[src/rtl/phb_pkg.sv]
// shared constants and carrier types for the loop b holdover and switching register slice
package phb_pkg;

  localparam int RW_COUNT = 20;

  // address, writable-bit mask and reset value of every stored byte register
  localparam logic [15:0] RW_ADDR [RW_COUNT] = '{
    16'h053d, 16'h053e, 16'h0540, 16'h0588, 16'h0589, 16'h058a, 16'h059b, 16'h059c,
    16'h059d, 16'h059e, 16'h059f, 16'h05a0, 16'h05a1, 16'h05a2,
    16'h05a4, 16'h05a5, 16'h05a6, 16'h05ac, 16'h05ad, 16'h05ae};
  localparam logic [7:0] RW_MASK [RW_COUNT] = '{
    8'h1f, 8'h1f, 8'hff, 8'h0f, 8'hff, 8'h1f, 8'hf2, 8'hc0,
    8'hff, 8'hff, 8'hff, 8'hff, 8'hff, 8'hff,
    8'hff, 8'h01, 8'h0f, 8'h09, 8'hff, 8'hff};
  localparam logic [7:0] RW_RESET [RW_COUNT] = '{
    8'h00, 8'h00, 8'h00, 8'h00, 8'h00, 8'h00, 8'hb2, 8'h00,
    8'h00, 8'h00, 8'h00, 8'h00, 8'h00, 8'h00,
    8'h00, 8'h00, 8'h00, 8'h00, 8'h00, 8'h00};

  localparam logic [15:0] ADDR_STATUS = 16'h053f;

  // indices into the stored register table
  localparam int IDX_COARSE_LEN = 0;
  localparam int IDX_COARSE_DLY = 1;
  localparam int IDX_RESERVED = 2;
  localparam int IDX_FINE_LEN = 3;
  localparam int IDX_DET_DLY_LO = 4;
  localparam int IDX_DET_DLY_HI = 5;
  localparam int IDX_EXIT_CTRL = 6;
  localparam int IDX_EXIT_CTRL2 = 7;
  localparam int IDX_EXIT_BW0 = 8;
  localparam int EXIT_BW_BYTES = 6;
  localparam int IDX_HSW_LIMIT = 14;
  localparam int IDX_HSW_ACTION = 15;
  localparam int IDX_RAMP = 16;
  localparam int IDX_OUT_CFG = 17;
  localparam int IDX_OUT_LMT_LO = 18;
  localparam int IDX_OUT_LMT_HI = 19;

  // field positions
  localparam int BIT_HIST_VALID = 1;
  localparam int BIT_QUICK = 2;
  localparam int BIT_REACQ_RAMP = 1;
  localparam int BIT_KEEP_HIST = 4;
  localparam int BIT_FREEZE_INT = 5;
  localparam int BIT_EXIT_BW_SEL = 6;
  localparam int BIT_EXIT_FIXED = 7;
  localparam int BIT_EXIT_ST_BO = 6;
  localparam int BIT_RAMP_NO_HIST = 7;
  localparam int BIT_RAMP_EN = 3;
  localparam int BIT_OUT_LMT_EN = 0;
  localparam int BIT_SETTLE_EN = 3;

  // ramp scale codes as left shifts, with the two fractional codes as right shifts
  localparam logic [2:0] SCALE_1 = 3'h0;
  localparam logic [2:0] SCALE_4 = 3'h1;
  localparam logic [2:0] SCALE_16 = 3'h2;
  localparam logic [2:0] SCALE_64 = 3'h3;
  localparam logic [2:0] SCALE_256 = 3'h4;
  localparam logic [2:0] SCALE_1024 = 3'h5;
  localparam logic [2:0] SCALE_QUARTER = 3'h6;
  localparam logic [2:0] SCALE_HALF = 3'h7;
  localparam int BASE_RATE_W = 16;
  localparam int RAMP_RATE_W = 26;

  // history samples needed before the history counts as valid
  localparam logic [15:0] HIST_SAMPLES_NEEDED = 16'h0100;

  typedef struct packed {
    logic wr;
    logic rd;
    logic [15:0] addr;
    logic [7:0] wdata;
  } phb_host_req_t;

  typedef struct packed {
    logic ref_lost_or_switched;
    logic ref_valid_presented;
    logic hist_sample;
    logic quick_acquire_active;
  } phb_core_stat_t;

  typedef struct packed {
    logic ramped_reacquire_select;
    logic keep_history_on_loss;
    logic freeze_integrator_only;
    logic exit_bw_select;
    logic exit_fixed_one_bit;
    logic exit_start_buildout;
    logic ramp_bypass_no_hist;
    logic ramped_switch_enable;
    logic exit_bw_apply;
    logic [4:0] coarse_measure_length;
    logic [4:0] coarse_measure_delay;
    logic [3:0] fine_measure_length;
    logic [12:0] detector_enable_delay;
    logic [7:0] hitless_limit;
    logic hitless_limit_response;
    logic output_limit_enable;
    logic settle_detect_enable;
    logic [15:0] output_limit_value;
    logic [7:0] reserved_update;
  } phb_cfg_t;

  typedef enum {PHB_NO_REF, PHB_ACCUM, PHB_FROZEN} phb_hist_state_t;

endpackage

[src/rtl/phb_byte_reg.sv]
// one stored byte register with a writable-bit mask
`timescale 1ns/100ps
module phb_byte_reg #(
  parameter logic [7:0] MASK = 8'hff,
  parameter logic [7:0] RESET = 8'h00
) (
  input wire logic clk,
  input wire logic reset_n,
  input wire logic wr_en,
  input wire logic [7:0] wdata,
  output logic [7:0] value
);
  typedef struct packed {
    logic [7:0] value;
  } phb_byte_state_t;

  phb_byte_state_t state;
  phb_byte_state_t next_state;

  // plain storage, no side effects on access
  always_comb begin
    next_state = state;
    if (wr_en) begin
      next_state.value = wdata & MASK;
    end
  end

  always_ff @(posedge clk) begin
    if (!reset_n) begin
      state <= '{value: RESET};
    end else begin
      state <= next_state;
    end
  end

  assign value = state.value;
endmodule

[src/rtl/phb_ramp_scale.sv]
// final ramp rate: base rate times the selected scale multiplier
`timescale 1ns/100ps
module phb_ramp_scale (
  input wire logic clk,
  input wire logic reset_n,
  input wire logic [phb_pkg::BASE_RATE_W-1:0] base_ramp_rate,
  input wire logic [2:0] ramp_scale_code,
  output logic [phb_pkg::RAMP_RATE_W-1:0] ramp_rate
);
  typedef struct packed {
    logic [phb_pkg::RAMP_RATE_W-1:0] rate;
  } phb_ramp_state_t;

  phb_ramp_state_t state;
  phb_ramp_state_t next_state;
  logic [phb_pkg::RAMP_RATE_W-1:0] wide_base;

  assign wide_base = {{(phb_pkg::RAMP_RATE_W-phb_pkg::BASE_RATE_W){1'b0}}, base_ramp_rate};

  always_comb begin
    next_state = state;
    case (ramp_scale_code)
      phb_pkg::SCALE_1: next_state.rate = wide_base;
      phb_pkg::SCALE_4: next_state.rate = wide_base << 2;
      phb_pkg::SCALE_16: next_state.rate = wide_base << 4;
      phb_pkg::SCALE_64: next_state.rate = wide_base << 6;
      phb_pkg::SCALE_256: next_state.rate = wide_base << 8;
      phb_pkg::SCALE_1024: next_state.rate = wide_base << 10;
      phb_pkg::SCALE_QUARTER: next_state.rate = wide_base >> 2; // fraction truncates toward zero
      phb_pkg::SCALE_HALF: next_state.rate = wide_base >> 1;
      default: next_state.rate = wide_base;
    endcase
  end

  always_ff @(posedge clk) begin
    if (!reset_n) begin
      state <= '{rate: '0};
    end else begin
      state <= next_state;
    end
  end

  assign ramp_rate = state.rate;
endmodule

[src/rtl/phb_ctrl.sv]
// loop b holdover history, exit bandwidth and ramped switching register slice
`timescale 1ns/100ps
module phb_ctrl (
  input wire logic clk,
  input wire logic reset_n,
  input wire phb_pkg::phb_host_req_t host_req,
  output logic [7:0] host_rdata,
  input wire phb_pkg::phb_core_stat_t core_stat,
  input wire logic [phb_pkg::BASE_RATE_W-1:0] base_ramp_rate,
  input wire logic software_forced_holdover,
  input wire logic bandwidth_load_strobe,
  input wire logic full_soft_reset,
  input wire logic loop_b_soft_reset,
  output phb_pkg::phb_cfg_t cfg,
  output logic [8*phb_pkg::EXIT_BW_BYTES-1:0] exit_bandwidth_active,
  output logic [phb_pkg::RAMP_RATE_W-1:0] ramp_rate,
  output logic history_accumulate,
  output logic holdover_active,
  output logic freerun_active
);
  typedef struct packed {
    phb_pkg::phb_hist_state_t hist_state;
    logic [15:0] hist_count;
    logic history_valid_flag;
    logic quick_acquire_active;
    logic [8*phb_pkg::EXIT_BW_BYTES-1:0] exit_bw;
    logic [7:0] rdata;
  } phb_ctrl_state_t;

  phb_ctrl_state_t state;
  phb_ctrl_state_t next_state;

  logic [7:0] reg_value [phb_pkg::RW_COUNT];
  logic [phb_pkg::RW_COUNT-1:0] reg_hit;
  logic [8*phb_pkg::EXIT_BW_BYTES-1:0] exit_bw_staged;
  logic [7:0] read_mux;
  logic stop_event;

  // stored registers; writes to the status byte or unmapped addresses fall through
  genvar gi;
  generate
    for (gi = 0; gi < phb_pkg::RW_COUNT; gi++) begin : g_reg
      assign reg_hit[gi] = host_req.addr == phb_pkg::RW_ADDR[gi];
      phb_byte_reg #(
        .MASK(phb_pkg::RW_MASK[gi]),
        .RESET(phb_pkg::RW_RESET[gi])
      ) u_reg (
        .clk(clk),
        .reset_n(reset_n),
        .wr_en(host_req.wr && reg_hit[gi]),
        .wdata(host_req.wdata),
        .value(reg_value[gi])
      );
    end
    for (gi = 0; gi < phb_pkg::EXIT_BW_BYTES; gi++) begin : g_bw
      assign exit_bw_staged[8*gi +: 8] = reg_value[phb_pkg::IDX_EXIT_BW0 + gi];
    end
  endgenerate

  always_comb begin
    read_mux = 8'h00;
    for (int i = 0; i < phb_pkg::RW_COUNT; i++) begin
      if (reg_hit[i]) begin
        read_mux = reg_value[i];
      end
    end
    if (host_req.addr == phb_pkg::ADDR_STATUS) begin
      read_mux = 8'h00;
      read_mux[phb_pkg::BIT_HIST_VALID] = state.history_valid_flag;
      read_mux[phb_pkg::BIT_QUICK] = state.quick_acquire_active;
    end
  end

  // forced holdover also halts accumulation, just like a real input loss
  assign stop_event = core_stat.ref_lost_or_switched || software_forced_holdover;

  always_comb begin
    next_state = state;
    next_state.quick_acquire_active = core_stat.quick_acquire_active;
    if (host_req.rd) begin
      next_state.rdata = read_mux;
    end
    // only the full soft reset or the strobe move staged bytes into use
    if (bandwidth_load_strobe || full_soft_reset) begin
      next_state.exit_bw = exit_bw_staged;
    end
    case (state.hist_state)
      phb_pkg::PHB_ACCUM: begin
        if (stop_event) begin
          next_state.hist_state = phb_pkg::PHB_FROZEN;
          if (!reg_value[phb_pkg::IDX_EXIT_CTRL][phb_pkg::BIT_KEEP_HIST]) begin
            next_state.hist_count = 16'h0000;
            next_state.history_valid_flag = 1'b0;
          end
        end else if (core_stat.hist_sample && state.hist_count != phb_pkg::HIST_SAMPLES_NEEDED) begin
          next_state.hist_count = state.hist_count + 16'h0001;
          if (state.hist_count + 16'h0001 == phb_pkg::HIST_SAMPLES_NEEDED) begin
            next_state.history_valid_flag = 1'b1;
          end
        end
      end
      phb_pkg::PHB_NO_REF, phb_pkg::PHB_FROZEN: begin
        // a loss in the same cycle beats the returning reference
        if (core_stat.ref_valid_presented && !stop_event) begin
          next_state.hist_state = phb_pkg::PHB_ACCUM;
          next_state.hist_count = 16'h0000;
          next_state.history_valid_flag = 1'b0;
        end
      end
      default: next_state.hist_state = phb_pkg::PHB_NO_REF;
    endcase
    // loop-only soft reset restarts history but keeps bandwidth untouched
    if (loop_b_soft_reset) begin
      next_state.hist_state = phb_pkg::PHB_NO_REF;
      next_state.hist_count = 16'h0000;
      next_state.history_valid_flag = 1'b0;
    end
  end

  always_ff @(posedge clk) begin
    if (!reset_n) begin
      state <= '{hist_state: phb_pkg::PHB_NO_REF, hist_count: 16'h0000, history_valid_flag: 1'b0,
                 quick_acquire_active: 1'b0, exit_bw: '0, rdata: 8'h00};
    end else begin
      state <= next_state;
    end
  end

  phb_ramp_scale u_ramp (
    .clk(clk),
    .reset_n(reset_n),
    .base_ramp_rate(base_ramp_rate),
    .ramp_scale_code(reg_value[phb_pkg::IDX_RAMP][2:0]),
    .ramp_rate(ramp_rate)
  );

  assign host_rdata = state.rdata;
  assign exit_bandwidth_active = state.exit_bw;
  assign history_accumulate = state.hist_state == phb_pkg::PHB_ACCUM;
  // the flag at entry time picks the mode, also when software forces the holdover
  assign holdover_active = state.hist_state == phb_pkg::PHB_FROZEN && state.history_valid_flag;
  assign freerun_active = state.hist_state != phb_pkg::PHB_ACCUM && !state.history_valid_flag;

  always_comb begin
    cfg.ramped_reacquire_select = reg_value[phb_pkg::IDX_EXIT_CTRL][phb_pkg::BIT_REACQ_RAMP];
    cfg.keep_history_on_loss = reg_value[phb_pkg::IDX_EXIT_CTRL][phb_pkg::BIT_KEEP_HIST];
    cfg.freeze_integrator_only = reg_value[phb_pkg::IDX_EXIT_CTRL][phb_pkg::BIT_FREEZE_INT];
    cfg.exit_bw_select = reg_value[phb_pkg::IDX_EXIT_CTRL][phb_pkg::BIT_EXIT_BW_SEL];
    // stored as written; a zero here is a host fault, not checked in hardware
    cfg.exit_fixed_one_bit = reg_value[phb_pkg::IDX_EXIT_CTRL][phb_pkg::BIT_EXIT_FIXED];
    cfg.exit_start_buildout = reg_value[phb_pkg::IDX_EXIT_CTRL2][phb_pkg::BIT_EXIT_ST_BO];
    cfg.ramp_bypass_no_hist = reg_value[phb_pkg::IDX_EXIT_CTRL2][phb_pkg::BIT_RAMP_NO_HIST];
    cfg.ramped_switch_enable = reg_value[phb_pkg::IDX_RAMP][phb_pkg::BIT_RAMP_EN];
    cfg.exit_bw_apply = !reg_value[phb_pkg::IDX_RAMP][phb_pkg::BIT_RAMP_EN];
    cfg.coarse_measure_length = reg_value[phb_pkg::IDX_COARSE_LEN][4:0];
    cfg.coarse_measure_delay = reg_value[phb_pkg::IDX_COARSE_DLY][4:0];
    cfg.fine_measure_length = reg_value[phb_pkg::IDX_FINE_LEN][3:0];
    cfg.detector_enable_delay = {reg_value[phb_pkg::IDX_DET_DLY_HI][4:0], reg_value[phb_pkg::IDX_DET_DLY_LO]};
    cfg.hitless_limit = reg_value[phb_pkg::IDX_HSW_LIMIT];
    cfg.hitless_limit_response = reg_value[phb_pkg::IDX_HSW_ACTION][0];
    cfg.output_limit_enable = reg_value[phb_pkg::IDX_OUT_CFG][phb_pkg::BIT_OUT_LMT_EN];
    cfg.settle_detect_enable = reg_value[phb_pkg::IDX_OUT_CFG][phb_pkg::BIT_SETTLE_EN];
    cfg.output_limit_value = {reg_value[phb_pkg::IDX_OUT_LMT_HI], reg_value[phb_pkg::IDX_OUT_LMT_LO]};
    cfg.reserved_update = reg_value[phb_pkg::IDX_RESERVED];
  end

  a_status_hist_read: assert property (@(posedge clk) disable iff (!reset_n)
    host_req.rd && host_req.addr == phb_pkg::ADDR_STATUS |=>
      host_rdata[phb_pkg::BIT_HIST_VALID] == $past(state.history_valid_flag))
    else $error("history valid bit misread");

  a_status_quick_read: assert property (@(posedge clk) disable iff (!reset_n)
    core_stat.quick_acquire_active ##1 (host_req.rd && host_req.addr == phb_pkg::ADDR_STATUS) |=>
      host_rdata[phb_pkg::BIT_QUICK])
    else $error("quick acquire bit not reported");

  a_accum_stops: assert property (@(posedge clk) disable iff (!reset_n)
    history_accumulate && core_stat.ref_lost_or_switched && !loop_b_soft_reset |=>
      !history_accumulate && $stable(state.hist_count) or !$past(cfg.keep_history_on_loss))
    else $error("accumulation continued after loss");

  a_accum_restart: assert property (@(posedge clk) disable iff (!reset_n)
    !history_accumulate && core_stat.ref_valid_presented && !stop_event && !loop_b_soft_reset |=>
      history_accumulate && state.hist_count == 16'h0000 && !state.history_valid_flag)
    else $error("history not cleared on reference return");

  a_keep_history: assert property (@(posedge clk) disable iff (!reset_n)
    history_accumulate && stop_event && !loop_b_soft_reset |=>
      state.history_valid_flag == ($past(state.history_valid_flag) && $past(cfg.keep_history_on_loss)))
    else $error("history keep or clear wrong");

  a_exit_reset_value: assert property (@(posedge clk)
    !reset_n |=> reg_value[phb_pkg::IDX_EXIT_CTRL] == phb_pkg::RW_RESET[phb_pkg::IDX_EXIT_CTRL])
    else $error("exit control reset value wrong");

  a_bw_load_strobe: assert property (@(posedge clk) disable iff (!reset_n)
    bandwidth_load_strobe |=> exit_bandwidth_active == $past(exit_bw_staged))
    else $error("exit bandwidth not loaded by strobe");

  a_bw_loop_reset: assert property (@(posedge clk) disable iff (!reset_n)
    !bandwidth_load_strobe && !full_soft_reset |=> $stable(exit_bandwidth_active))
    else $error("exit bandwidth changed without load");

  a_ramp_max_scale: assert property (@(posedge clk) disable iff (!reset_n)
    reg_value[phb_pkg::IDX_RAMP][2:0] == phb_pkg::SCALE_1024 |=>
      ramp_rate == {$past(base_ramp_rate), 10'h000})
    else $error("1024x ramp rate wrong");

  a_ramp_quarter: assert property (@(posedge clk) disable iff (!reset_n)
    reg_value[phb_pkg::IDX_RAMP][2:0] == phb_pkg::SCALE_QUARTER |=>
      ramp_rate == {12'h000, $past(base_ramp_rate[15:2])})
    else $error("quarter ramp rate wrong");

  a_forced_mode: assert property (@(posedge clk) disable iff (!reset_n)
    software_forced_holdover ##1 software_forced_holdover |->
      (holdover_active == state.history_valid_flag) && (freerun_active == !state.history_valid_flag))
    else $error("forced mode choice wrong");
endmodule

[config.mk]
export PLATFORM = sky130hd
export DESIGN_NAME = phb_ctrl
export DESIGN_NICKNAME = d
export VERILOG_FILES = /design/src/rtl/phb_pkg.sv /design/src/rtl/phb_byte_reg.sv /design/src/rtl/phb_ramp_scale.sv /design/src/rtl/phb_ctrl.sv
export SDC_FILE = /design/constraint.sdc
export NUM_CORES = 1
export LEC_CHECK = 0
export BUFFER_PORTS_ARGS = -buffer_cell sky130_fd_sc_hd__buf_2
export CORE_MARGIN = 3
export CORE_UTILIZATION = 60
export DETAILED_ROUTE_END_ITERATION = 8
export GPL_ROUTABILITY_DRIVEN = 0
export PLACE_DENSITY = 0.91
export SYNTH_ARGS = -nofsm -noshare
export SYNTH_HDL_FRONTEND = slang
export SYNTH_SLANG_ARGS = --single-unit
[constraint.sdc]
create_clock -name clk -period 8.7 [get_ports clk]
set_input_delay 2.175 -clock clk [delete_from_list [all_inputs] [get_ports clk]]
set_output_delay 2.175 -clock clk [all_outputs]
set_load 0.005 [all_outputs]
==> impl_metrics.py <==
metrics = {
    "logic_synthesis": {
        "ys_warn_count": 0,
        "yosys.area.top_type": "dfxtp_1",
        "synth_edf_count": 0,
        "ys_async_sr_fraction": 0,
        "yosys_register_bits": 223,
        "yosys.area.top_type_share": 0.386,
        "synthCells": 1498,
        "syn-num-nets": 1552,
        "yosys-top-cells-area": "dfxtp_1 (39%), a21boi_0 (11%), nand2_1 (10%), nand3_1 (6.0%), buf_4 (3.7%)",
        "avgSynthCellArea_um2": 7.72,
        "synth_area_mm2": 0.0116,
        "synth_cell_types": 73,
        "ys.flop_type": "dfxtp_1",
        "yosysSeqAreaShare": 0.386,
    },
    "clocking": {
        "numCtsBuffers": 24,
        "clk_pin_slew_ps": 60,
        "post_cts_resized": 0,
        "post_cts.repair.setup_buffers": 0,
        "cts-root-buf": "clkbuf_16",
        "cts_hold_buf": 0,
        "cts_max_level": 1,
        "cts_tree": "yes",
        "cts.path.max_buffers": 3,
        "clk_latency_ps": 520,
        "cts_num_sinks": 223,
    },
    "worst_setup_path": {
        "end_kind": "flop",
        "required_ps": 9140,
        "max_stage_delay_ps": 820,
        "crit_path_top_delay_cell": "nor4_4",
        "path_buf_inv": 1,
        "path_delay_family": "simple AND/OR/NAND/NOR gates",
        "crit_fanout": 15,
        "worstPathCellList": "buf_2 -> or4_1 -> nor4_4 -> a21oi_1 -> a222oi_1 -> o2111ai_1 -> a41oi_1 -> a31o_1",
        "startpoint_type": "primary input",
        "crit_type": "in -> reg",
        "arrival_ps": 5170,
    },
    "outcome": {
        "status": "completed",
    },
    "route": {
        "vias": 11668,
        "vias_per_cell": 6.32,
        "route.detailed.drc": 0,
        "drtAntennaViolNets": 0,
        "firstDrtPassIters": 6,
        "wire_per_inst_um": 19.1,
        "drt-total-wl_mm": 35.2,
        "drtIter0Drc": 1782,
    },
    "die": {
        "io_pins": 208,
        "core_area_mm2": 0.0188,
        "fp.dieH_um": 145,
        "die_area_mm2": 0.0210,
        "num_rows": 50,
        "die_w_um": 145,
        "start_util": 0.614,
    },
    "job": {
        "maxCapViolCount": 0,
    },
    "layout": {
        "nets": 1622,
        "areaGrowthSynthToFinish_pct": 12.3,
        "fillers": 1511,
        "design_area_mm2": 0.0130,
        "final_cell_mix": "nand2_1 (319), dfxtp_1 (221), buf_2 (205)",
        "multi_input_area_mm2": 0.00614,
        "final_common_cell": "nand2_1",
        "post_route_cells_drive_above_1_share": 0.179,
        "seqCellArea_mm2": 0.00447,
    },
    "sta": {
        "max-slew-margin-rel": 0.128,
        "rsz0062_at_grt": "false",
        "skew_ps": 17.2,
        "maxSlewViolCount": 0,
        "max_freq_mhz": 212,
        "finalCriticalPeriod_ps": 4730,
        "whs_ps": 459,
        "fin_ws_ps": 3970,
        "finalSetupViolCount": 0,
        "finalCritPeriodShare": 0.543,
        "setup_tns_ps": 0,
        "hold_viol_final": 0,
        "worst_pin_slew_ps": 1310,
    },
    "place": {
        "io_buffers": 207,
        "post-place-ws_ps": 3660,
        "dp_hpwl_mm": 24.3,
        "detailed_place.area_mm2": 0.0121,
    },
    "power_and_ir_drop": {
        "leakage_nw": 4.79,
        "switching_share": 0.223,
        "power.switching_uw": 502,
        "combPwrFrac": 0.053,
        "internal-power_mw": 1.75,
        "ir_drop_mv": 0.134,
        "p_seq_frac": 0.457,
        "power_density_mw_per_mm2": 173,
        "power_frac_clock": 0.490,
    },
    "grt": {
        "antenna_found_initial": 1,
        "grt_overflow": 0,
        "grt_max_degree": 118,
        "grt_pass1_vias": 10370,
        "grt_pass1_wl_mm": 54.7,
        "grt_usage": 0.320,
    },
    "worst_hold_path": {
        "hold_path_class": "reg -> reg",
    },
}
[per-layer routing]
metal,vias to the layer above,part of all wire,track usage,wire [um]
li1,5383,-,-,-
met1,5392,0.39,0.442,13700
met2,753,0.44,0.493,15500
met3,138,0.13,0.0684,4490
met4,2,0.042,0.118,1490
met5,-,0.00037,0,13
[flip-flops by register name, summed over array words and instances, names as in the netlist]
register,flops
exit_bandwidth_active,48
state,20
host_rdata,8
u_ramp.ramp_rate,26
g.u_reg.value,121
[power by group through the flow]
stage / Combinational [mW] / Sequential, mW / Clock [mW]
floorplan: 0.0749 / 1.05 / 0
CTS: 0.116 / 1.03 / 1.10
global placement: 0.113 / 1.05 / 0
finish: 0.119 / 1.03 / 1.10
global route: 0.127 / 1.03 / 1.15
detailed placement: 0.115 / 1.05 / 0
[tightest hold or removal path: stages (launching register included)]
cell	delay, ps
dfxtp_1	310
nand2_1	40
a21boi_0	60
[cell families after synthesis]
logic type               count (synthesis)  synth area share
AND/OR/NAND/NOR                        679             0.279
AO/OA/AOI/OAI                          390             0.239
flip-flops                             223             0.386
buffers and inverters                  191            0.0831
multiplexers                            11           0.00963
XOR/XNOR                                 2           0.00152
adder cells (fa/ha/maj)                  2           0.00216
[cell usage after synthesis (4+ instances only)]
cell       number
buf_2          11
nor2b_1        15
o21ai_0        49
nand4_1        16
o22ai_1         5
buf_1          10
clkbuf_1       92
and3_1         10
or4_1           4
mux2i_1        10
inv_1          18
nor4_1          4
nand3_1       139
or3_1          11
buf_4          57
nand2_1       319
nor4bb_1        4
a31oi_1        15
o21a_1          4
a21boi_0      166
o2bb2ai_1       4
a22oi_1        15
a222oi_1        4
a41oi_1         5
nand2b_1       18
a21oi_1        52
dfxtp_1       223
a211oi_1        9
nor3_1         19
nand3b_1        7
a2111oi_0       4
o211ai_1        7
a31o_2          4
and2_1          6
o221ai_1        6
a221oi_1       10
nor2_1         77
o221a_2         4
[worst paths after layout]
kind / from / end / slack, ps / cells after the start
worst max-delay path: host_req[21] / host_rdata[2]$_SDFFE_PN0P_ / 3970 / 8
worst max register to register: state[66]$_SDFFE_PP0P_ / state[61]$_SDFFE_PP0P_ / 5730 / 7
worst min register to register: exit_bandwidth_active[2]$_SDFFE_PN0P_ / exit_bandwidth_active[2]$_SDFFE_PN0P_ / 460 / 2
worst min-delay path: exit_bandwidth_active[2]$_SDFFE_PN0P_ / exit_bandwidth_active[2]$_SDFFE_PN0P_ / 460 / 2
[area by class of cell]
type	count	share of cell area
Tap cell	260	0.0251
Inverter	18	0.00520
Clock inverter	6	0.00877
Multi-Input combinational cell	1084	0.473
Clock buffer	37	0.0578
Sequential cell	223	0.344
Timing Repair Buffer	217	0.0860
Antenna cell	1	0.000193
[stage by stage]
step	util	total power, mW	std cells
6_report	0.689	2.25	1846
5_1_grt	0.689	2.30	1845
3_3_place_gp	0.643	1.16	1802
3_5_place_dp	0.643	1.17	1802
4_1_cts	0.689	2.25	1845
2_1_floorplan	-	1.13	1498
Note: power is estimated with default switching activity, not from simulation.
